$ cat src/rtl/swc_params.svh
// sleep/wake control constants: offsets, field positions, resets, timing.
// assumes inclusion by bare name from the swc package and design modules.
`ifndef SWC_PARAMS_SVH
`define SWC_PARAMS_SVH
`define SWC_OFF_CTRL 12'h000
`define SWC_OFF_STAT 12'h004
`define SWC_OFF_IRQ 12'h008
`define SWC_OFF_MASK 12'h00C
`define SWC_OFF_CNT 12'h010
`define SWC_CTRL_WATCHDOG_EN 0
`define SWC_CTRL_RC_MODE 1
`define SWC_CTRL_IRQ_EN 2
`define SWC_CTRL_RESET 32'h0000_0000
`define SWC_STAT_TIMEOUT 0
`define SWC_STAT_POWERDOWN 1
`define SWC_STAT_ASLEEP 2
`define SWC_STAT_WAITING 3
`define SWC_IRQ_ENTER 0
`define SWC_IRQ_NOP 1
`define SWC_IRQ_WAKE_INT 2
`define SWC_IRQ_WAKE_WATCHDOG 3
`define SWC_NUM_SRC 11
`define SWC_VECTOR 16'h0004
`define SWC_STARTUP_PERIODS 1024
`define SWC_OSC_PER_CYCLE 1
`define SWC_STARTUP_CYCLES (`SWC_STARTUP_PERIODS * `SWC_OSC_PER_CYCLE)
`endif

$ cat src/rtl/swc_pkg.sv
// types for the sleep/wake control block.
// assumes swc_params.svh sits beside this package.
`include "swc_params.svh"
package swc_pkg;
	typedef logic [`SWC_NUM_SRC-1:0] swc_src_t;
	typedef logic [15:0] swc_pc_t;
	// gray along run -> sleep -> startup -> resume
	typedef enum logic [1:0] {
		SWC_RUN = 2'b00,
		SWC_SLEEP = 2'b01,
		SWC_STARTUP = 2'b11,
		SWC_RESUME = 2'b10
	} swc_state_t;
	typedef enum logic [1:0] {
		SWC_GO_NONE = 2'b00,
		SWC_GO_NEXT = 2'b01,
		SWC_GO_VECTOR = 2'b11
	} swc_resume_t;
endpackage

$ cat src/rtl/swc_wake_if.sv
// wake-detect bundle between the sequencer and the wake combiner.
// assumes one clock domain, driven by the sequencer.
`timescale 1ns/10ps
interface swc_wake_if;
	import swc_pkg::*;
	swc_src_t flag;
	swc_src_t enable;
	logic int_pin;
	logic int_pin_en;
	logic port_chg;
	logic port_chg_en;
	logic wake_req;
	modport seq(output flag, enable, int_pin, int_pin_en, port_chg,
		port_chg_en, input wake_req);
	modport comb(input flag, enable, int_pin, int_pin_en, port_chg,
		port_chg_en, output wake_req);
endinterface

$ cat src/rtl/swc_wake_comb.sv
// wake combiner: enable-and-flag per source, no clock used.
// assumes flags come straight from the peripherals' own latches.
`timescale 1ns/10ps
module swc_wake_comb (
	swc_wake_if.comb w
);
	import swc_pkg::*;
	// purely combinational so it works with the core clock stopped
	always_comb begin
		w.wake_req = (|(w.flag & w.enable))
			| (w.int_pin & w.int_pin_en) | (w.port_chg & w.port_chg_en);
	end
endmodule

$ cat src/rtl/swc_top.sv
// sleep/wake sequencer with an axi4-lite register slave.
// assumes synchronous reset and peripheral flags synchronous to clock_in.
//
// Added by the designer: the address map and register access over AXI4-Lite.
`timescale 1ns/10ps
`include "swc_params.svh"
// Functional notes
// - wake on reset pin, watchdog, interrupts
// - only reset pin resets; others continue
// - powerdown flag set at power-up, cleared
// - timeout flag cleared by watchdog wake
// - only listed peripheral sources may wake
// - other peripherals cannot raise wake
// - prefetch pc plus one during sleep
// - wake needs source enable, ignores global enable
// - global enable off continues; on vectors 0004h
// - pending enabled flag makes sleep nop
// - late interrupt: finish sleep, wake now
// - startup delay 1024 periods, none rc
// - sleep clears watchdog, sets flags, stops osc
// - enter sleep only by sleep instruction
module swc_top (
	// clock and reset
	input wire logic clock_in,
	input wire logic reset_in,
	// core interface
	input wire logic sleep_instr_in,
	input wire logic watchdog_clear_instr_in,
	input wire swc_pkg::swc_pc_t pc_in,
	input wire logic external_reset_pin_n_in,
	input wire logic watchdog_timeout_in,
	// wake sources
	input wire swc_pkg::swc_src_t periph_flag_in,
	input wire swc_pkg::swc_src_t periph_enable_in,
	input wire logic int_pin_flag_in,
	input wire logic int_pin_enable_in,
	input wire logic port_b_change_in,
	input wire logic port_b_change_enable_in,
	// control outputs
	output logic core_reset_out,
	output logic clock_run_out,
	output logic osc_enable_out,
	output logic io_hold_out,
	output logic watchdog_clear_out,
	output logic sleep_nop_out,
	output logic resume_out,
	output logic vector_out,
	output swc_pkg::swc_pc_t fetch_addr_out,
	output logic timeout_flag_out,
	output logic powerdown_flag_out,
	output logic irq_out,
	// axi4-lite slave
	input wire logic [11:0] s_axi_awaddr,
	input wire logic s_axi_awvalid,
	output logic s_axi_awready,
	input wire logic [31:0] s_axi_wdata,
	input wire logic [3:0] s_axi_wstrb,
	input wire logic s_axi_wvalid,
	output logic s_axi_wready,
	output logic [1:0] s_axi_bresp,
	output logic s_axi_bvalid,
	input wire logic s_axi_bready,
	input wire logic [11:0] s_axi_araddr,
	input wire logic s_axi_arvalid,
	output logic s_axi_arready,
	output logic [31:0] s_axi_rdata,
	output logic [1:0] s_axi_rresp,
	output logic s_axi_rvalid,
	input wire logic s_axi_rready
);
	import swc_pkg::*;

	localparam logic [10:0] STARTUP_LAST = 11'(`SWC_STARTUP_CYCLES - 1);
	localparam swc_src_t WAKE_CAPABLE = 11'h7FF;

	function automatic logic [1:0] okay_or_slverr(input logic hit);
		okay_or_slverr = hit ? 2'h0 : 2'h2;
	endfunction

	function automatic logic addr_hit(input logic [11:0] a);
		addr_hit = (a == `SWC_OFF_CTRL) || (a == `SWC_OFF_STAT) ||
			(a == `SWC_OFF_IRQ) || (a == `SWC_OFF_MASK) ||
			(a == `SWC_OFF_CNT);
	endfunction

	swc_wake_if wk();
	swc_wake_comb u_comb (
		.w(wk.comb)
	);
	// only clock-independent sources are wired to wake logic
	assign wk.flag = periph_flag_in & WAKE_CAPABLE;
	assign wk.enable = periph_enable_in;
	assign wk.int_pin = int_pin_flag_in;
	assign wk.int_pin_en = int_pin_enable_in;
	assign wk.port_chg = port_b_change_in;
	assign wk.port_chg_en = port_b_change_enable_in;

	// state
	swc_state_t state_reg, state_next;
	logic [10:0] startup_cnt_reg, startup_cnt_next;
	logic to_reg, to_next, powerdown_reg, powerdown_next;
	logic wdog_wake_reg, wdog_wake_next;
	logic run_reg, run_next, osc_reg, osc_next;
	logic hold_reg, hold_next;
	logic awrdy_reg, awrdy_next, wrdy_reg, wrdy_next;
	logic ardy_reg, ardy_next;
	logic core_rst_reg, core_rst_next;
	logic wclr_reg, wclr_next, nop_reg, nop_next;
	logic resume_reg, resume_next, vector_reg, vector_next;
	swc_pc_t fetch_reg, fetch_next;
	logic [31:0] ctrl_reg, ctrl_next;
	logic [3:0] irq_reg, irq_next, mask_reg, mask_next;
	logic irq_out_reg, irq_out_next;
	logic aw_reg, aw_next, w_reg, w_next;
	logic [11:0] awa_reg, awa_next;
	logic [31:0] wd_reg, wd_next;
	logic [3:0] ws_reg, ws_next;
	logic bv_reg, bv_next, rv_reg, rv_next;
	logic [1:0] br_reg, br_next, rr_reg, rr_next;
	logic [31:0] rd_reg, rd_next;
	logic [3:0] ev;
	logic wr_go, rd_go, ctrl_wr;

	assign wr_go = aw_reg && w_reg && !bv_reg;
	assign rd_go = s_axi_arvalid && !rv_reg;
	assign ctrl_wr = wr_go && (awa_reg == `SWC_OFF_CTRL);

	always_comb begin
		state_next = state_reg;
		startup_cnt_next = startup_cnt_reg;
		to_next = to_reg;
		powerdown_next = powerdown_reg;
		wdog_wake_next = wdog_wake_reg;
		core_rst_next = 1'b0;
		wclr_next = 1'b0;
		nop_next = 1'b0;
		resume_next = 1'b0;
		vector_next = 1'b0;
		fetch_next = fetch_reg;
		ev = 4'h0;
		if (!external_reset_pin_n_in) begin
			// full reset from the pin only, from any state
			state_next = SWC_RUN;
			core_rst_next = 1'b1;
			to_next = 1'b1;
			powerdown_next = 1'b1;
		end else begin
			unique case (state_reg)
				SWC_RUN: begin
					if (watchdog_clear_instr_in) begin
						wclr_next = 1'b1;
						to_next = 1'b1;
						powerdown_next = 1'b1;
					end
					if (sleep_instr_in) begin
						fetch_next = pc_in + 16'h0001;
						if (wk.wake_req) begin
							// pending enabled flag: sleep becomes a nop
							nop_next = 1'b1;
							ev[`SWC_IRQ_NOP] = 1'b1;
						end else begin
							// watchdog cleared, flags updated, osc off
							wclr_next = 1'b1;
							to_next = 1'b1;
							powerdown_next = 1'b0;
							state_next = SWC_SLEEP;
							ev[`SWC_IRQ_ENTER] = 1'b1;
						end
					end
				end
				SWC_SLEEP: begin
					// sleep already done; a late interrupt wakes at once
					if (wk.wake_req) begin
						wdog_wake_next = 1'b0;
						state_next = SWC_STARTUP;
						ev[`SWC_IRQ_WAKE_INT] = 1'b1;
					end else if (watchdog_timeout_in &&
						ctrl_reg[`SWC_CTRL_WATCHDOG_EN]) begin
						to_next = 1'b0;
						wdog_wake_next = 1'b1;
						state_next = SWC_STARTUP;
						ev[`SWC_IRQ_WAKE_WATCHDOG] = 1'b1;
					end
					startup_cnt_next = 11'h000;
					if (state_next == SWC_STARTUP &&
						ctrl_reg[`SWC_CTRL_RC_MODE])
						state_next = SWC_RESUME;
				end
				SWC_STARTUP: begin
					// clock path stays off until the delay expires
					if (startup_cnt_reg == STARTUP_LAST)
						state_next = SWC_RESUME;
					else
						startup_cnt_next = startup_cnt_reg + 11'h001;
				end
				SWC_RESUME: begin
					// continuation, not a reset
					resume_next = 1'b1;
					vector_next = !wdog_wake_reg && ctrl_reg[`SWC_CTRL_IRQ_EN];
					if (vector_next)
						fetch_next = `SWC_VECTOR;
					state_next = SWC_RUN;
				end
			endcase
		end
		// pin-level status is registered off the next state, not decoded
		run_next = (state_next == SWC_RUN);
		osc_next = (state_next != SWC_SLEEP);
		hold_next = (state_next != SWC_RUN);
	end

	// axi4-lite slave and registers
	always_comb begin
		aw_next = aw_reg;
		awa_next = awa_reg;
		w_next = w_reg;
		wd_next = wd_reg;
		ws_next = ws_reg;
		bv_next = bv_reg;
		br_next = br_reg;
		rv_next = rv_reg;
		rr_next = rr_reg;
		rd_next = rd_reg;
		ctrl_next = ctrl_reg;
		mask_next = mask_reg;
		irq_next = irq_reg;
		if (s_axi_awvalid && !aw_reg) begin
			aw_next = 1'b1;
			awa_next = s_axi_awaddr;
		end
		if (s_axi_wvalid && !w_reg) begin
			w_next = 1'b1;
			wd_next = s_axi_wdata;
			ws_next = s_axi_wstrb;
		end
		if (wr_go) begin
			aw_next = 1'b0;
			w_next = 1'b0;
			bv_next = 1'b1;
			br_next = okay_or_slverr(addr_hit(awa_reg));
			if (ctrl_wr && ws_reg[0])
				ctrl_next[7:0] = {5'h00, wd_reg[2:0]};
			if (awa_reg == `SWC_OFF_MASK && ws_reg[0])
				mask_next = wd_reg[3:0];
		end
		if (bv_reg && s_axi_bready)
			bv_next = 1'b0;
		if (rv_reg && s_axi_rready)
			rv_next = 1'b0;
		if (rd_go) begin
			rv_next = 1'b1;
			rr_next = okay_or_slverr(addr_hit(s_axi_araddr));
			rd_next = 32'h0000_0000;
			unique case (s_axi_araddr)
				`SWC_OFF_CTRL: rd_next = ctrl_reg;
				`SWC_OFF_STAT: rd_next = {28'h000_0000,
					state_reg == SWC_STARTUP, state_reg == SWC_SLEEP,
					powerdown_reg, to_reg};
				`SWC_OFF_IRQ: rd_next = {28'h000_0000, irq_reg};
				`SWC_OFF_MASK: rd_next = {28'h000_0000, mask_reg};
				`SWC_OFF_CNT: rd_next = {21'h00_0000, startup_cnt_reg};
				default: rd_next = 32'h0000_0000;
			endcase
			// read clears status; a same-cycle event still sets
			if (s_axi_araddr == `SWC_OFF_IRQ)
				irq_next = 4'h0;
		end
		irq_next = irq_next | ev;
		irq_out_next = |(irq_next & mask_reg);
		awrdy_next = !aw_next;
		wrdy_next = !w_next;
		ardy_next = !rv_next;
	end

	always_ff @(posedge clock_in) begin
		if (reset_in) begin
			state_reg <= SWC_RUN;
			startup_cnt_reg <= 11'h000;
			to_reg <= 1'b1;
			powerdown_reg <= 1'b1;
			wdog_wake_reg <= 1'b0;
			run_reg <= 1'b1;
			osc_reg <= 1'b1;
			hold_reg <= 1'b0;
			awrdy_reg <= 1'b1;
			wrdy_reg <= 1'b1;
			ardy_reg <= 1'b1;
			core_rst_reg <= 1'b1;
			wclr_reg <= 1'b0;
			nop_reg <= 1'b0;
			resume_reg <= 1'b0;
			vector_reg <= 1'b0;
			fetch_reg <= 16'h0000;
			ctrl_reg <= `SWC_CTRL_RESET;
			irq_reg <= 4'h0;
			mask_reg <= 4'h0;
			irq_out_reg <= 1'b0;
			aw_reg <= 1'b0;
			awa_reg <= 12'h000;
			w_reg <= 1'b0;
			wd_reg <= 32'h0000_0000;
			ws_reg <= 4'h0;
			bv_reg <= 1'b0;
			br_reg <= 2'h0;
			rv_reg <= 1'b0;
			rr_reg <= 2'h0;
			rd_reg <= 32'h0000_0000;
		end else begin
			state_reg <= state_next;
			startup_cnt_reg <= startup_cnt_next;
			to_reg <= to_next;
			powerdown_reg <= powerdown_next;
			wdog_wake_reg <= wdog_wake_next;
			run_reg <= run_next;
			osc_reg <= osc_next;
			hold_reg <= hold_next;
			awrdy_reg <= awrdy_next;
			wrdy_reg <= wrdy_next;
			ardy_reg <= ardy_next;
			core_rst_reg <= core_rst_next;
			wclr_reg <= wclr_next;
			nop_reg <= nop_next;
			resume_reg <= resume_next;
			vector_reg <= vector_next;
			fetch_reg <= fetch_next;
			ctrl_reg <= ctrl_next;
			irq_reg <= irq_next;
			mask_reg <= mask_next;
			irq_out_reg <= irq_out_next;
			aw_reg <= aw_next;
			awa_reg <= awa_next;
			w_reg <= w_next;
			wd_reg <= wd_next;
			ws_reg <= ws_next;
			bv_reg <= bv_next;
			br_reg <= br_next;
			rv_reg <= rv_next;
			rr_reg <= rr_next;
			rd_reg <= rd_next;
		end
	end

	// clock off while asleep or starting, oscillator off only while asleep; pins held
	assign core_reset_out = core_rst_reg;
	assign clock_run_out = run_reg;
	assign osc_enable_out = osc_reg;
	assign io_hold_out = hold_reg;
	assign watchdog_clear_out = wclr_reg;
	assign sleep_nop_out = nop_reg;
	assign resume_out = resume_reg;
	assign vector_out = vector_reg;
	assign fetch_addr_out = fetch_reg;
	assign timeout_flag_out = to_reg;
	assign powerdown_flag_out = powerdown_reg;
	assign irq_out = irq_out_reg;
	assign s_axi_awready = awrdy_reg;
	assign s_axi_wready = wrdy_reg;
	assign s_axi_bvalid = bv_reg;
	assign s_axi_bresp = br_reg;
	assign s_axi_arready = ardy_reg;
	assign s_axi_rvalid = rv_reg;
	assign s_axi_rdata = rd_reg;
	assign s_axi_rresp = rr_reg;
endmodule

$ cat config.mk
export PLATFORM = sky130hd
export DESIGN_NAME = swc_top
export DESIGN_NICKNAME = d
export VERILOG_FILES = /design/src/rtl/swc_pkg.sv /design/src/rtl/swc_wake_if.sv /design/src/rtl/swc_wake_comb.sv /design/src/rtl/swc_top.sv
export VERILOG_INCLUDE_DIRS = /design/src /design/src/rtl
export SDC_FILE = /design/constraint.sdc
export NUM_CORES = 1
export LEC_CHECK = 0
export BUFFER_PORTS_ARGS = -buffer_cell sky130_fd_sc_hd__buf_4
export CAP_MARGIN = 20
export CORE_AREA = 4 4 96 98
export CTS_CLUSTER_SIZE = 28
export DETAILED_ROUTE_END_ITERATION = 10
export DIE_AREA = 0 0 100 102
export MAX_ROUTING_LAYER = met4
export PLACE_DENSITY = 0.84
export SETUP_SLACK_MARGIN = 0.1
export SYNTH_ARGS = -nofsm -noshare
export SYNTH_HDL_FRONTEND = slang
export SYNTH_SLANG_ARGS = --single-unit
$ cat constraint.sdc
create_clock -name clock_in -period 5 [get_ports clock_in]
set_clock_uncertainty 0.1 [all_clocks]
set_input_delay 0.25 -clock clock_in [delete_from_list [all_inputs] [get_ports clock_in]]
set_output_delay 0.25 -clock clock_in [all_outputs]
set_load 0.01 [all_outputs]
==> impl_metrics.xml, run 1 <==
<?xml version="1.0" encoding="UTF-8"?>
<metrics>
  <group name="setup_path">
    <metric name="timing.critical_path.required" unit="ns">5.13</metric>
    <metric name="timing.rr.start" unit="">state_reg[1]</metric>
    <metric name="crit_type" unit="">reg -&gt; reg</metric>
    <metric name="timing.critical_path.to" unit="">fetch_addr_out[10]</metric>
    <metric name="setup.worst_path.end_class" unit="">register</metric>
    <metric name="ff2ff_path_depth" unit="">5</metric>
    <metric name="critical_path.max_fanout" unit="">22</metric>
    <metric name="start_kind" unit="">register</metric>
    <metric name="cp.arrival" unit="ns">2.29</metric>
    <metric name="critical_path.reg2reg.endpoint" unit="">fetch_addr_out[10]</metric>
    <metric name="crit_start" unit="">state_reg[1]</metric>
    <metric name="regToRegSetupSlack" unit="ns">2.84</metric>
  </group>
  <group name="global_route">
    <metric name="grt_antenna_before_repair" unit="">0</metric>
    <metric name="grt.overflow.total" unit="">0</metric>
    <metric name="grt_pass1_wl" unit="mm">16.4</metric>
    <metric name="groute.usage.overall" unit="%">20.3</metric>
    <metric name="grt_pass1_vias" unit="">3582</metric>
    <metric name="maximum_number_of_pins_on_one_net_before_global_route_repair" unit="">61</metric>
  </group>
  <group name="sta">
    <metric name="worst_pin_slew" unit="ns">0.780</metric>
    <metric name="finalHoldWorstSlack" unit="ns">0.0220</metric>
    <metric name="slew_viol_final" unit="">0</metric>
    <metric name="postLayoutSetupSlackWorst" unit="ns">2.84</metric>
    <metric name="final-setup-viol-count" unit="">0</metric>
    <metric name="slew_headroom" unit="%">47.9</metric>
    <metric name="final.period_utilization" unit="%">43.2</metric>
    <metric name="finalWorstPathRequiredPeriod" unit="ns">2.16</metric>
    <metric name="final-hold-violation-count" unit="">0</metric>
    <metric name="max_freq" unit="MHz">463</metric>
    <metric name="grt_setup_unrepaired" unit="">false</metric>
    <metric name="setup_tns" unit="ns">0</metric>
  </group>
  <group name="logic_synthesis">
    <metric name="synth_ff_type" unit="">sky130_fd_sc_hd__dfxtp_1</metric>
    <metric name="yosysSeqAreaShare" unit="%">42.3</metric>
    <metric name="synth-simple-area-share" unit="%">25.9</metric>
    <metric name="synth_area_leaders" unit="">sky130_fd_sc_hd__dfxtp_1 (42%), sky130_fd_sc_hd__nor2_1 (5.8%), sky130_fd_sc_hd__a22oi_1 (5.0%), sky130_fd_sc_hd__buf_4 (4.3%), sky130_fd_sc_hd__nand2_1 (3.7%)</metric>
    <metric name="synthAdderAreaFrac" unit="%">0.594</metric>
    <metric name="synth_cell_types" unit="">59</metric>
    <metric name="largest_family_of_logic_cells_by_synthesized_area" unit="">simple AND/OR/NAND/NOR gates</metric>
    <metric name="postSynthRegisterBits" unit="">89</metric>
    <metric name="postSynth.asyncResetShare" unit="%">0</metric>
    <metric name="post_synth.cell_area_avg" unit="sq um">8.82</metric>
    <metric name="compound_cell_area_share_of_the_yosys_netlist" unit="%">15.0</metric>
    <metric name="count_of_flip_flops_with_a_built_in_enable_after_synthesis" unit="">0</metric>
    <metric name="mappedNetlistArea" unit="sq mm">0.00422</metric>
    <metric name="synth_top_area_share" unit="%">42.3</metric>
    <metric name="yosys-mux-area-fraction" unit="%">4.13</metric>
    <metric name="yosys.area.top_type" unit="">sky130_fd_sc_hd__dfxtp_1</metric>
    <metric name="synthesis.instances" unit="">478</metric>
    <metric name="synth-warning-count" unit="">0</metric>
    <metric name="area_share_of_xor_xnor_cells_in_the_synthesized_design" unit="%">4.36</metric>
  </group>
  <group name="route">
    <metric name="drt_iter0_drc" unit="">163</metric>
    <metric name="drtAntennaViolNets" unit="">0</metric>
    <metric name="via_cell_ratio" unit="">5.33</metric>
    <metric name="wl" unit="mm">10.4</metric>
    <metric name="post_drt_wl_per_cell" unit="microns">14.7</metric>
    <metric name="drc" unit="">0</metric>
    <metric name="num_vias" unit="">3753</metric>
    <metric name="detailedRoute.firstPassIterationCount" unit="">4</metric>
  </group>
  <group name="cells_and_area">
    <metric name="area_growth_from_synthesis_to_layout" unit="%">25.5</metric>
    <metric name="most_common_cell_after_layout_fill_and_taps_aside" unit="">sky130_fd_sc_hd__buf_4</metric>
    <metric name="largest_register_ffs" unit="">16</metric>
    <metric name="most-common-layout-cells" unit="">sky130_fd_sc_hd__buf_4 (126), sky130_fd_sc_hd__dfxtp_1 (89), sky130_fd_sc_hd__nor2_1 (65)</metric>
    <metric name="insertedDiodeCount" unit="">0</metric>
    <metric name="finish.net_count" unit="">706</metric>
    <metric name="layoutNonFillerInstCount" unit="">704</metric>
    <metric name="finish.utilization" unit="%">62.5</metric>
    <metric name="stdcell_area" unit="sq mm">0.00529</metric>
    <metric name="drive_gt1_share" unit="%">27.2</metric>
  </group>
  <group name="floorplan">
    <metric name="dieHeight" unit="microns">102</metric>
    <metric name="boundaryPins" unit="">181</metric>
    <metric name="die_area" unit="sq mm">0.0102</metric>
    <metric name="initial_utilization" unit="%">49.8</metric>
    <metric name="floorplan.rows" unit="">34</metric>
    <metric name="die_x" unit="microns">100</metric>
    <metric name="core_area" unit="sq mm">0.00847</metric>
  </group>
  <group name="place">
    <metric name="gpl_congestion" unit="">0.885</metric>
    <metric name="hpwl" unit="mm">7.99</metric>
    <metric name="place.detailed.instances" unit="">687</metric>
    <metric name="placedInstanceArea" unit="sq mm">0.00509</metric>
    <metric name="pre_cts_slack" unit="ns">2.86</metric>
    <metric name="placement.io_buffers" unit="">126</metric>
  </group>
  <group name="clock_tree">
    <metric name="tritoncts_clock_tree" unit="">yes</metric>
    <metric name="clk_buf_depth" unit="">2</metric>
    <metric name="cts.repair_timing.setup_buffer_count" unit="">0</metric>
    <metric name="clkTransAtPathRegs" unit="ns">0.09</metric>
    <metric name="clkLatencyLatePin" unit="ns">0.36</metric>
    <metric name="cts.htree.levels" unit="">3</metric>
    <metric name="cts_sinks" unit="">89</metric>
    <metric name="numCtsBuffers" unit="">9</metric>
    <metric name="clk_root_buffer_cell" unit="">sky130_fd_sc_hd__clkbuf_8</metric>
    <metric name="cts_repair_resize_count" unit="">0</metric>
  </group>
  <group name="power_and_ir_drop">
    <metric name="design_power" unit="mW">1.39</metric>
    <metric name="p_leak" unit="nW">2.20</metric>
    <metric name="vdd.ir_drop.worst" unit="V">0.000205</metric>
    <metric name="power_per_cell_area" unit="mW/mm^2">263</metric>
  </group>
  <group name="min_path">
    <metric name="hold_class" unit="">in -&gt; reg</metric>
  </group>
  <group name="run">
    <metric name="drv.max_cap_violation_count" unit="">0</metric>
  </group>
  <group name="status">
    <metric name="status" unit="">complete, no violations</metric>
  </group>
</metrics>
final cells by class:
class	count	area (sq um)
repair buffers	127	956
multi-input cells	355	2190
flip-flops and latches	89	1780
fillers	708	3180
inverters	9	33.8
clock inverters	6	51.3
well taps	108	135
clock buffers	10	138
worst min path at each step:
stage / from / endpoint / cells after the start
5_1_grt: s_axi_awaddr[10] / awa_reg[10] / 3
4_1_cts: s_axi_wdata[3] / wd_reg[3] / 3
3_5_place_dp: fetch_addr_out[14] / fetch_addr_out[14] / 2
3_3_place_gp: fetch_addr_out[14] / fetch_addr_out[14] / 2
6_report: s_axi_wdata[3] / wd_reg[3] / 3
2_1_floorplan: s_axi_rready / s_axi_rvalid / 1
cells by family (layout without fill, tap and decap cells):
kind of cell               count (synthesis)  count (layout)
muxes                                     17              17
and+or+nand+nor                          197             197
adders and majority gates                  2               2
xor gates and xnor gates                  21              21
buffers and inverters                     56             152
AOI/OAI and AO/OA                         95              95
DFF                                       89              89
other                                      1              23
synthesized netlist by cell type (all sizes together), types with 2 or more instances:
cell type / count
nand3b: 2
clkbuf: 14
nor4: 10
nor2b: 11
nor3: 11
o211ai: 2
a22oi: 28
a31oi: 2
nand2: 42
a21oi: 24
nand4b: 3
a211oi: 2
ha: 2
o31a: 5
o311a: 2
o21ai: 19
mux2i: 14
xor2: 10
and2: 4
nor2: 65
nand4: 8
nor3b: 2
xnor2: 11
inv: 9
dfxtp: 89
nand2b: 3
o21bai: 2
and3: 5
buf: 33
and4: 8
and3b: 4
nand3: 17
mux2: 3
what timing repair did:
item / in CTS / in global routing
endpoints found under the hold margin: 1 / 0
setup endpoints to repair: 0 / 0
hold buffers: 1 / 0
power breakdown:
group / switching, mW / total [mW] / internal (mW)
Clock: 0.266 / 0.467 / 0.201
Combinational: 0.0940 / 0.181 / 0.0866
Sequential: 0.0135 / 0.744 / 0.731
Total: 0.373 / 1.39 / 1.02
worst max-delay path, cell delays in order, from the launching register on:
cell and delay (ns):
sky130_fd_sc_hd__dfxtp_1 0.79, sky130_fd_sc_hd__nor2b_1 0.12, sky130_fd_sc_hd__o21ai_2 0.51, sky130_fd_sc_hd__nor2_1 0.23, sky130_fd_sc_hd__a22oi_1 0.21, sky130_fd_sc_hd__nor2_1 0.06
per-layer routing:
| layer | track usage, % | wire length (microns) | up-vias |
|---|---|---|---|
| li1 | - | - | 1867 |
| met1 | 23.8 | 4250 | 1734 |
| met2 | 34.7 | 5250 | 133 |
| met3 | 5.46 | 719 | 19 |
| met4 | 5.18 | 140 | 0 |
| met5 | - | 0 | - |
(Power assumes the default switching activity.)
==> run 2: changes to the inputs <==
- ABC_AREA: not set -> 1
- CORE_AREA: 4 4 96 98 -> 4 4 99 101
- DIE_AREA: 0 0 100 102 -> 0 0 103 105
- PLACE_DENSITY: 0.84 -> 0.79
- clock period: 5 -> 2.22 ns (I/O delays scaled with it)
==> impl_metrics.xml, run 2 <==
<?xml version="1.0" encoding="UTF-8"?>
<metrics>
  <group name="min_path">
    <metric name="worst_case_hold_path_end_point" unit="">fetch_addr_out[13]</metric>
    <metric name="min_delay_path_depth" unit="">4</metric>
    <metric name="hold_path_startpoint" unit="">pc_in[13]</metric>
    <metric name="hold_class" unit="">in -&gt; reg</metric>
  </group>
  <group name="clock_tree">
    <metric name="postCtsHoldBufs" unit="">30</metric>
    <metric name="clkLatencyLatePin" unit="ns">0.36</metric>
    <metric name="cts_sinks" unit="">89</metric>
    <metric name="clk_root_buffer_cell" unit="">sky130_fd_sc_hd__clkbuf_8</metric>
    <metric name="clk_buf_depth" unit="">2</metric>
    <metric name="cts.repair_timing.setup_buffer_count" unit="">0</metric>
    <metric name="cts_repair_resize_count" unit="">0</metric>
    <metric name="tritoncts_clock_tree" unit="">yes</metric>
    <metric name="cts.htree.levels" unit="">3</metric>
    <metric name="clkTransAtPathRegs" unit="ns">0.10</metric>
    <metric name="numCtsBuffers" unit="">9</metric>
  </group>
  <group name="route">
    <metric name="wl" unit="mm">11.8</metric>
    <metric name="detailedRoute.firstPassIterationCount" unit="">5</metric>
    <metric name="post_drt_wl_per_cell" unit="microns">13.4</metric>
    <metric name="via_cell_ratio" unit="">4.95</metric>
    <metric name="drc" unit="">0</metric>
    <metric name="drt_iter0_drc" unit="">199</metric>
    <metric name="drtAntennaViolNets" unit="">0</metric>
    <metric name="num_vias" unit="">4375</metric>
  </group>
  <group name="logic_synthesis">
    <metric name="synth_cell_types" unit="">39</metric>
    <metric name="yosysSeqAreaShare" unit="%">42.2</metric>
    <metric name="yosysMostFrequentCell" unit="">sky130_fd_sc_hd__nand2_1</metric>
    <metric name="mappedNetlistArea" unit="sq mm">0.00422</metric>
    <metric name="count_of_flip_flops_with_a_built_in_enable_after_synthesis" unit="">0</metric>
    <metric name="yosys.area.top_type" unit="">sky130_fd_sc_hd__dfxtp_1</metric>
    <metric name="synth_area_leaders" unit="">sky130_fd_sc_hd__dfxtp_1 (42%), sky130_fd_sc_hd__nand2_1 (12%), sky130_fd_sc_hd__nor2_1 (7.8%), sky130_fd_sc_hd__a21oi_1 (5.7%), sky130_fd_sc_hd__inv_1 (5.5%)</metric>
    <metric name="post_synth.cell_area_avg" unit="sq um">6.91</metric>
    <metric name="postSynthRegisterBits" unit="">89</metric>
    <metric name="synthesis.instances" unit="">611</metric>
    <metric name="synth_top_area_share" unit="%">42.2</metric>
    <metric name="synth_ff_type" unit="">sky130_fd_sc_hd__dfxtp_1</metric>
    <metric name="synth-warning-count" unit="">0</metric>
    <metric name="postSynth.asyncResetShare" unit="%">0</metric>
    <metric name="synth_top_cells_by_count" unit="">sky130_fd_sc_hd__nand2_1 (131), sky130_fd_sc_hd__dfxtp_1 (89), sky130_fd_sc_hd__nor2_1 (88)</metric>
  </group>
  <group name="global_route">
    <metric name="global_route.peak_usage_layer" unit="">met2</metric>
    <metric name="grt_pass1_wl" unit="mm">18.5</metric>
    <metric name="maximum_number_of_pins_on_one_net_before_global_route_repair" unit="">38</metric>
    <metric name="grt_util_met1" unit="%">25.6</metric>
    <metric name="grt_pass1_vias" unit="">4023</metric>
    <metric name="grt.met2_usage" unit="%">37.6</metric>
    <metric name="grt.met3_usage" unit="%">4.21</metric>
    <metric name="grt.overflow.total" unit="">0</metric>
    <metric name="grt_antenna_before_repair" unit="">0</metric>
    <metric name="groute.usage.overall" unit="%">21.6</metric>
  </group>
  <group name="power_and_ir_drop">
    <metric name="power_per_cell_area" unit="mW/mm^2">591</metric>
    <metric name="vdd.ir_drop.worst" unit="V">0.000365</metric>
    <metric name="p_leak" unit="nW">2.66</metric>
  </group>
  <group name="run">
    <metric name="drv.max_cap_violation_count" unit="">0</metric>
  </group>
  <group name="place">
    <metric name="placement.io_buffers" unit="">126</metric>
    <metric name="pre_cts_slack" unit="ns">0.350</metric>
    <metric name="hpwl" unit="mm">8.86</metric>
    <metric name="gpl_congestion" unit="">0.931</metric>
  </group>
  <group name="sta">
    <metric name="max_freq" unit="MHz">514</metric>
    <metric name="slew_viol_final" unit="">0</metric>
    <metric name="final-setup-viol-count" unit="">0</metric>
    <metric name="final.period_utilization" unit="%">87.7</metric>
    <metric name="grt_setup_unrepaired" unit="">false</metric>
    <metric name="postLayoutSetupSlackWorst" unit="ns">0.274</metric>
    <metric name="setup_tns" unit="ns">0</metric>
    <metric name="finalWorstPathRequiredPeriod" unit="ns">1.95</metric>
    <metric name="final-hold-violation-count" unit="">0</metric>
  </group>
  <group name="setup_path">
    <metric name="critical_path.max_fanout" unit="">5</metric>
    <metric name="start_kind" unit="">register</metric>
    <metric name="crit_type" unit="">reg -&gt; reg</metric>
    <metric name="setup.worst_path.end_class" unit="">register</metric>
    <metric name="regToRegSetupSlack" unit="ns">0.27</metric>
    <metric name="cp.arrival" unit="ns">2.10</metric>
    <metric name="timing.rr.start" unit="">startup_cnt_reg[0]</metric>
    <metric name="critical_path.reg2reg.endpoint" unit="">startup_cnt_reg[4]</metric>
    <metric name="ff2ff_path_depth" unit="">10</metric>
    <metric name="timing.critical_path.required" unit="ns">2.37</metric>
  </group>
  <group name="floorplan">
    <metric name="dieHeight" unit="microns">105</metric>
    <metric name="boundaryPins" unit="">181</metric>
    <metric name="floorplan.rows" unit="">35</metric>
    <metric name="die_x" unit="microns">103</metric>
    <metric name="initial_utilization" unit="%">46.8</metric>
    <metric name="core_area" unit="sq mm">0.00902</metric>
    <metric name="die_area" unit="sq mm">0.0108</metric>
  </group>
  <group name="cells_and_area">
    <metric name="drive_gt1_share" unit="%">21.3</metric>
    <metric name="finish.net_count" unit="">883</metric>
    <metric name="most-common-layout-cells" unit="">sky130_fd_sc_hd__buf_4 (132), sky130_fd_sc_hd__nand2_1 (131), sky130_fd_sc_hd__dfxtp_1 (89)</metric>
    <metric name="largest_register_ffs" unit="">16</metric>
    <metric name="most_common_cell_after_layout_fill_and_taps_aside" unit="">sky130_fd_sc_hd__buf_4</metric>
    <metric name="area_growth_from_synthesis_to_layout" unit="%">35.3</metric>
    <metric name="insertedDiodeCount" unit="">0</metric>
  </group>
  <group name="status">
    <metric name="status" unit="">complete, no violations</metric>
  </group>
</metrics>
==> run 2: changes by cell type after synthesis, moves of 9 or more <==
cell / delta
sky130_fd_sc_hd__mux2i_1: -14
sky130_fd_sc_hd__inv_1: +53
sky130_fd_sc_hd__xnor2_1: -9
sky130_fd_sc_hd__o21ai_0: +32
sky130_fd_sc_hd__a21oi_1: +24
sky130_fd_sc_hd__nor2_1: +23
sky130_fd_sc_hd__nand2_1: +90
sky130_fd_sc_hd__a22oi_1: -28
sky130_fd_sc_hd__nand3_1: +25
sky130_fd_sc_hd__nor2b_1: -11
==> run 2: worst max path at each step <==
stage                             from                  to  slack (ns)  depth (start not counted)
floorplan           startup_cnt_reg[0]  startup_cnt_reg[2]        0.62                         11
global placement    startup_cnt_reg[0]  startup_cnt_reg[4]        0.39                         10
detailed placement  startup_cnt_reg[0]  startup_cnt_reg[4]        0.35                         10
CTS                 startup_cnt_reg[0]  startup_cnt_reg[4]        0.28                         10
global route        startup_cnt_reg[1]  startup_cnt_reg[4]        0.16                         10
finish              startup_cnt_reg[0]  startup_cnt_reg[4]        0.27                         10
==> run 2: routing by layer <==
layer / vias to the layer above / routed length, microns
met4: 0 / 190
met2: 158 / 5790
met5: - / 0
li1: 2243 / -
met1: 1955 / 4990
met3: 19 / 854
==> run 2: cell type report <==
cell class | count | area [sq um]
Clock inverter | 7 | 95.1
Fill cell | 825 | 3310
Clock buffer | 9 | 124
Inverter | 64 | 240
Timing Repair Buffer | 162 | 1290
Tap cell | 111 | 139
Multi-Input combinational cell | 442 | 2040
Sequential cell | 89 | 1780
==> run 2: where the power goes <==
group,internal (mW),leakage [nW],switching (mW)
Clock,0.556,0.111,0.649
Combinational,0.238,1.82,0.245
Sequential,1.66,0.727,0.0333
==> run 2: kinds of logic (layout without fill, tap and decap cells) <==
kind of cell / after synthesis / after routing / share of synthesized area [%]
XOR/XNOR: 5 / 5 / 1.04
flip-flops: 89 / 89 / 42.2
AND/OR/NAND/NOR: 300 / 300 / 30.6
buffers and inverters: 102 / 242 / 11.4
AO/OA/AOI/OAI: 112 / 112 / 14.1
other: 1 / 23 / 0.0888
adder cells (fa/ha/maj): 2 / 2 / 0.592
==> run 2: critical path, cell delays in order (launching register included) <==
cell	delay [ns]
sky130_fd_sc_hd__dfxtp_1	0.39
sky130_fd_sc_hd__ha_1	0.20
sky130_fd_sc_hd__nand3_1	0.13
sky130_fd_sc_hd__nor2_2	0.16
sky130_fd_sc_hd__nand3_2	0.13
sky130_fd_sc_hd__nor2_1	0.20
sky130_fd_sc_hd__nor2_1	0.08
sky130_fd_sc_hd__nor2_2	0.22
sky130_fd_sc_hd__o21ai_0	0.12
sky130_fd_sc_hd__nand2_1	0.06
sky130_fd_sc_hd__nor2_1	0.04
==> run 2: through the flow <==
step                      util, %  hold WS (ns)  instances  instance area [sq um]  power (mW)
after floorplan                 -         0.110        633                   4310        1.97
after global placement       57.6         0.199        838                   5190        2.16
after detailed placement     57.6         0.210        838                   5190        2.17
after CTS                    63.3      0.000414        884                   5710        3.41
after global routing         63.3        0.0319        884                   5710        3.54
final                        63.3       0.00464        884                   5710        3.38
==> run 3: changes to the inputs <==
- ABC_AREA: 1 -> not set
==> impl_metrics.xml, run 3 (same netlist as run 1, synthesis figures left out) <==
<?xml version="1.0" encoding="UTF-8"?>
<metrics>
  <group name="status">
    <metric name="status" unit="">complete, no violations</metric>
  </group>
  <group name="sta">
    <metric name="slew_headroom" unit="%">51.1</metric>
    <metric name="final-setup-viol-count" unit="">0</metric>
    <metric name="worst_pin_slew" unit="ns">0.732</metric>
    <metric name="final-hold-violation-count" unit="">0</metric>
    <metric name="finalWorstPathRequiredPeriod" unit="ns">1.89</metric>
    <metric name="grt_setup_unrepaired" unit="">false</metric>
    <metric name="final.period_utilization" unit="%">85.1</metric>
    <metric name="slew_viol_final" unit="">0</metric>
    <metric name="max_freq" unit="MHz">529</metric>
    <metric name="postLayoutSetupSlackWorst" unit="ns">0.331</metric>
    <metric name="setup_tns" unit="ns">0</metric>
  </group>
  <group name="clock_tree">
    <metric name="clkLatencyLatePin" unit="ns">0.36</metric>
    <metric name="tritoncts_clock_tree" unit="">yes</metric>
    <metric name="numCtsBuffers" unit="">9</metric>
    <metric name="cts_sinks" unit="">89</metric>
    <metric name="cts.htree.levels" unit="">3</metric>
    <metric name="clk_buf_depth" unit="">2</metric>
    <metric name="cts.repair_timing.setup_buffer_count" unit="">0</metric>
    <metric name="clk_root_buffer_cell" unit="">sky130_fd_sc_hd__clkbuf_8</metric>
    <metric name="clkTransAtPathRegs" unit="ns">0.08</metric>
  </group>
  <group name="setup_path">
    <metric name="cp.arrival" unit="ns">2.03</metric>
    <metric name="critical_path.max_fanout" unit="">55</metric>
    <metric name="crit_type" unit="">in -&gt; reg</metric>
    <metric name="worst_path_max_delay_cell" unit="">sky130_fd_sc_hd__dlygate4sd3_1</metric>
    <metric name="timing.critical_path.cells" unit="">dlygate4sd3_1, buf_4, buf_4, a211oi_1, dlygate4sd3_1</metric>
    <metric name="setup.worst_path.end_class" unit="">register</metric>
    <metric name="timing.critical_path.required" unit="ns">2.36</metric>
    <metric name="start_kind" unit="">input pin</metric>
    <metric name="critical_path.max_stage_delay" unit="ns">0.60</metric>
  </group>
  <group name="min_path">
    <metric name="hold_class" unit="">in -&gt; reg</metric>
  </group>
  <group name="route">
    <metric name="via_cell_ratio" unit="">5.24</metric>
    <metric name="post_drt_wl_per_cell" unit="microns">14.3</metric>
    <metric name="wl" unit="mm">10.7</metric>
    <metric name="num_vias" unit="">3912</metric>
    <metric name="drtAntennaViolNets" unit="">0</metric>
    <metric name="drt_iter0_drc" unit="">188</metric>
    <metric name="detailedRoute.firstPassIterationCount" unit="">4</metric>
    <metric name="drc" unit="">0</metric>
  </group>
  <group name="cells_and_area">
    <metric name="area_growth_from_synthesis_to_layout" unit="%">34.1</metric>
    <metric name="largest_register_ffs" unit="">16</metric>
    <metric name="multi_input_comb_area" unit="sq mm">0.00219</metric>
    <metric name="insertedDiodeCount" unit="">0</metric>
    <metric name="finish.net_count" unit="">745</metric>
    <metric name="most-common-layout-cells" unit="">sky130_fd_sc_hd__buf_4 (134), sky130_fd_sc_hd__dfxtp_1 (89), sky130_fd_sc_hd__nor2_1 (65)</metric>
    <metric name="register_area" unit="sq mm">0.00178</metric>
    <metric name="most_common_cell_after_layout_fill_and_taps_aside" unit="">sky130_fd_sc_hd__buf_4</metric>
    <metric name="drive_gt1_share" unit="%">26.6</metric>
    <metric name="fillcell_total" unit="">758</metric>
  </group>
  <group name="power_and_ir_drop">
    <metric name="power_per_cell_area" unit="mW/mm^2">558</metric>
    <metric name="netSwitchingPower" unit="mW">0.831</metric>
    <metric name="power_frac_comb" unit="%">14.5</metric>
    <metric name="clkPwrFrac" unit="%">32.4</metric>
    <metric name="seq_pwr_share" unit="%">53.1</metric>
    <metric name="p_leak" unit="nW">2.35</metric>
    <metric name="vdd.ir_drop.worst" unit="V">0.000459</metric>
    <metric name="switching_share" unit="%">26.4</metric>
    <metric name="internal-power" unit="mW">2.32</metric>
  </group>
  <group name="place">
    <metric name="pre_cts_slack" unit="ns">0.454</metric>
    <metric name="placement.io_buffers" unit="">126</metric>
    <metric name="hpwl" unit="mm">7.96</metric>
    <metric name="gpl_congestion" unit="">0.849</metric>
  </group>
  <group name="run">
    <metric name="drv.max_cap_violation_count" unit="">0</metric>
  </group>
  <group name="global_route">
    <metric name="grt_pass1_vias" unit="">3792</metric>
    <metric name="grt_antenna_before_repair" unit="">0</metric>
    <metric name="groute.usage.overall" unit="%">20.0</metric>
    <metric name="maximum_number_of_pins_on_one_net_before_global_route_repair" unit="">56</metric>
    <metric name="grt.overflow.total" unit="">0</metric>
    <metric name="grt_pass1_wl" unit="mm">17.3</metric>
  </group>
  <group name="floorplan">
    <metric name="core_area" unit="sq mm">0.00902</metric>
    <metric name="boundaryPins" unit="">181</metric>
    <metric name="floorplan.rows" unit="">35</metric>
    <metric name="die_x" unit="microns">103</metric>
    <metric name="initial_utilization" unit="%">46.7</metric>
    <metric name="die_area" unit="sq mm">0.0108</metric>
    <metric name="dieHeight" unit="microns">105</metric>
  </group>
</metrics>
[run 3: changes by cell type in the layout (fill, tap and decap cells not counted), moves of 7 or more]
cell | previous run | this run
sky130_fd_sc_hd__o21ai_0 | 44 | 12
sky130_fd_sc_hd__nor2b_1 | 0 | 11
sky130_fd_sc_hd__xnor2_1 | 2 | 11
sky130_fd_sc_hd__a22oi_1 | 0 | 28
sky130_fd_sc_hd__inv_1 | 62 | 9
sky130_fd_sc_hd__mux2i_1 | 0 | 14
sky130_fd_sc_hd__a21oi_1 | 48 | 24
sky130_fd_sc_hd__and4_1 | 0 | 7
sky130_fd_sc_hd__xor2_1 | 3 | 10
sky130_fd_sc_hd__nand2_1 | 131 | 41
sky130_fd_sc_hd__nor2_1 | 88 | 65
sky130_fd_sc_hd__nand3_1 | 41 | 16
[run 3: per-stage QoR]
step	instances	utilization (%)	total power [mW]	hold WS (ns)	area (sq um)
2_1_floorplan	500	-	1.94	0.127	4300
3_3_place_gp	698	57.1	2.11	0.220	5150
3_5_place_dp	698	57.1	2.12	0.221	5150
4_1_cts	746	62.7	3.17	0.0155	5650
5_1_grt	746	62.7	3.31	0.0492	5650
6_report	746	62.7	3.15	0.0300	5650
[run 3: path summary, 6_finish.rpt]
check	to	slack, ns	cells after the start	from
max	s_axi_rvalid	0.33	5	reset_in
min	s_axi_rresp[1]	0.03	3	s_axi_araddr[4]
max reg2reg	startup_cnt_reg[0]	0.40	6	startup_cnt_reg[0]
min reg2reg	fetch_addr_out[13]	0.36	2	fetch_addr_out[13]
[run 3: area by class of cell]
cell class	count	share of cell area, %
clock buffers	11	2.50
clock inverters	5	0.686
inverters	9	0.597
multi-input cells	355	38.8
flip-flops and latches	89	31.5
well taps	111	2.46
repair buffers	166	23.5
[run 3: power by group through the flow]
stage | Clock [mW] | Sequential, mW | Combinational (mW)
finish | 1.02 | 1.67 | 0.458
global route | 1.12 | 1.68 | 0.503
CTS | 1.04 | 1.68 | 0.456
detailed placement | 0 | 1.71 | 0.409
global placement | 0 | 1.71 | 0.399
floorplan | 0 | 1.72 | 0.223
[run 3: repair_timing]
action                                  CTS  global route
endpoints found under the hold margin    37             0
gates resized for setup                   0             0
endpoints found under the setup margin    0             0
hold buffers                             32             0
[run 3: per-layer routing]
metal / GRT usage [%] / vias to the layer above / part of all wire [%]
li1: - / 1950 / -
met3: 4.21 / 16 / 6.7
met4: 5.37 / 0 / 1.4
met2: 32.6 / 128 / 50
met1: 25.0 / 1818 / 42
met5: - / - / 0
[run 3: worst max-delay path: cells and delay by family]
kind | cells | cell delay (ns)
AOI/OAI and AO/OA | 1 | 0.08
buffers and inverters | 4 | 1.79
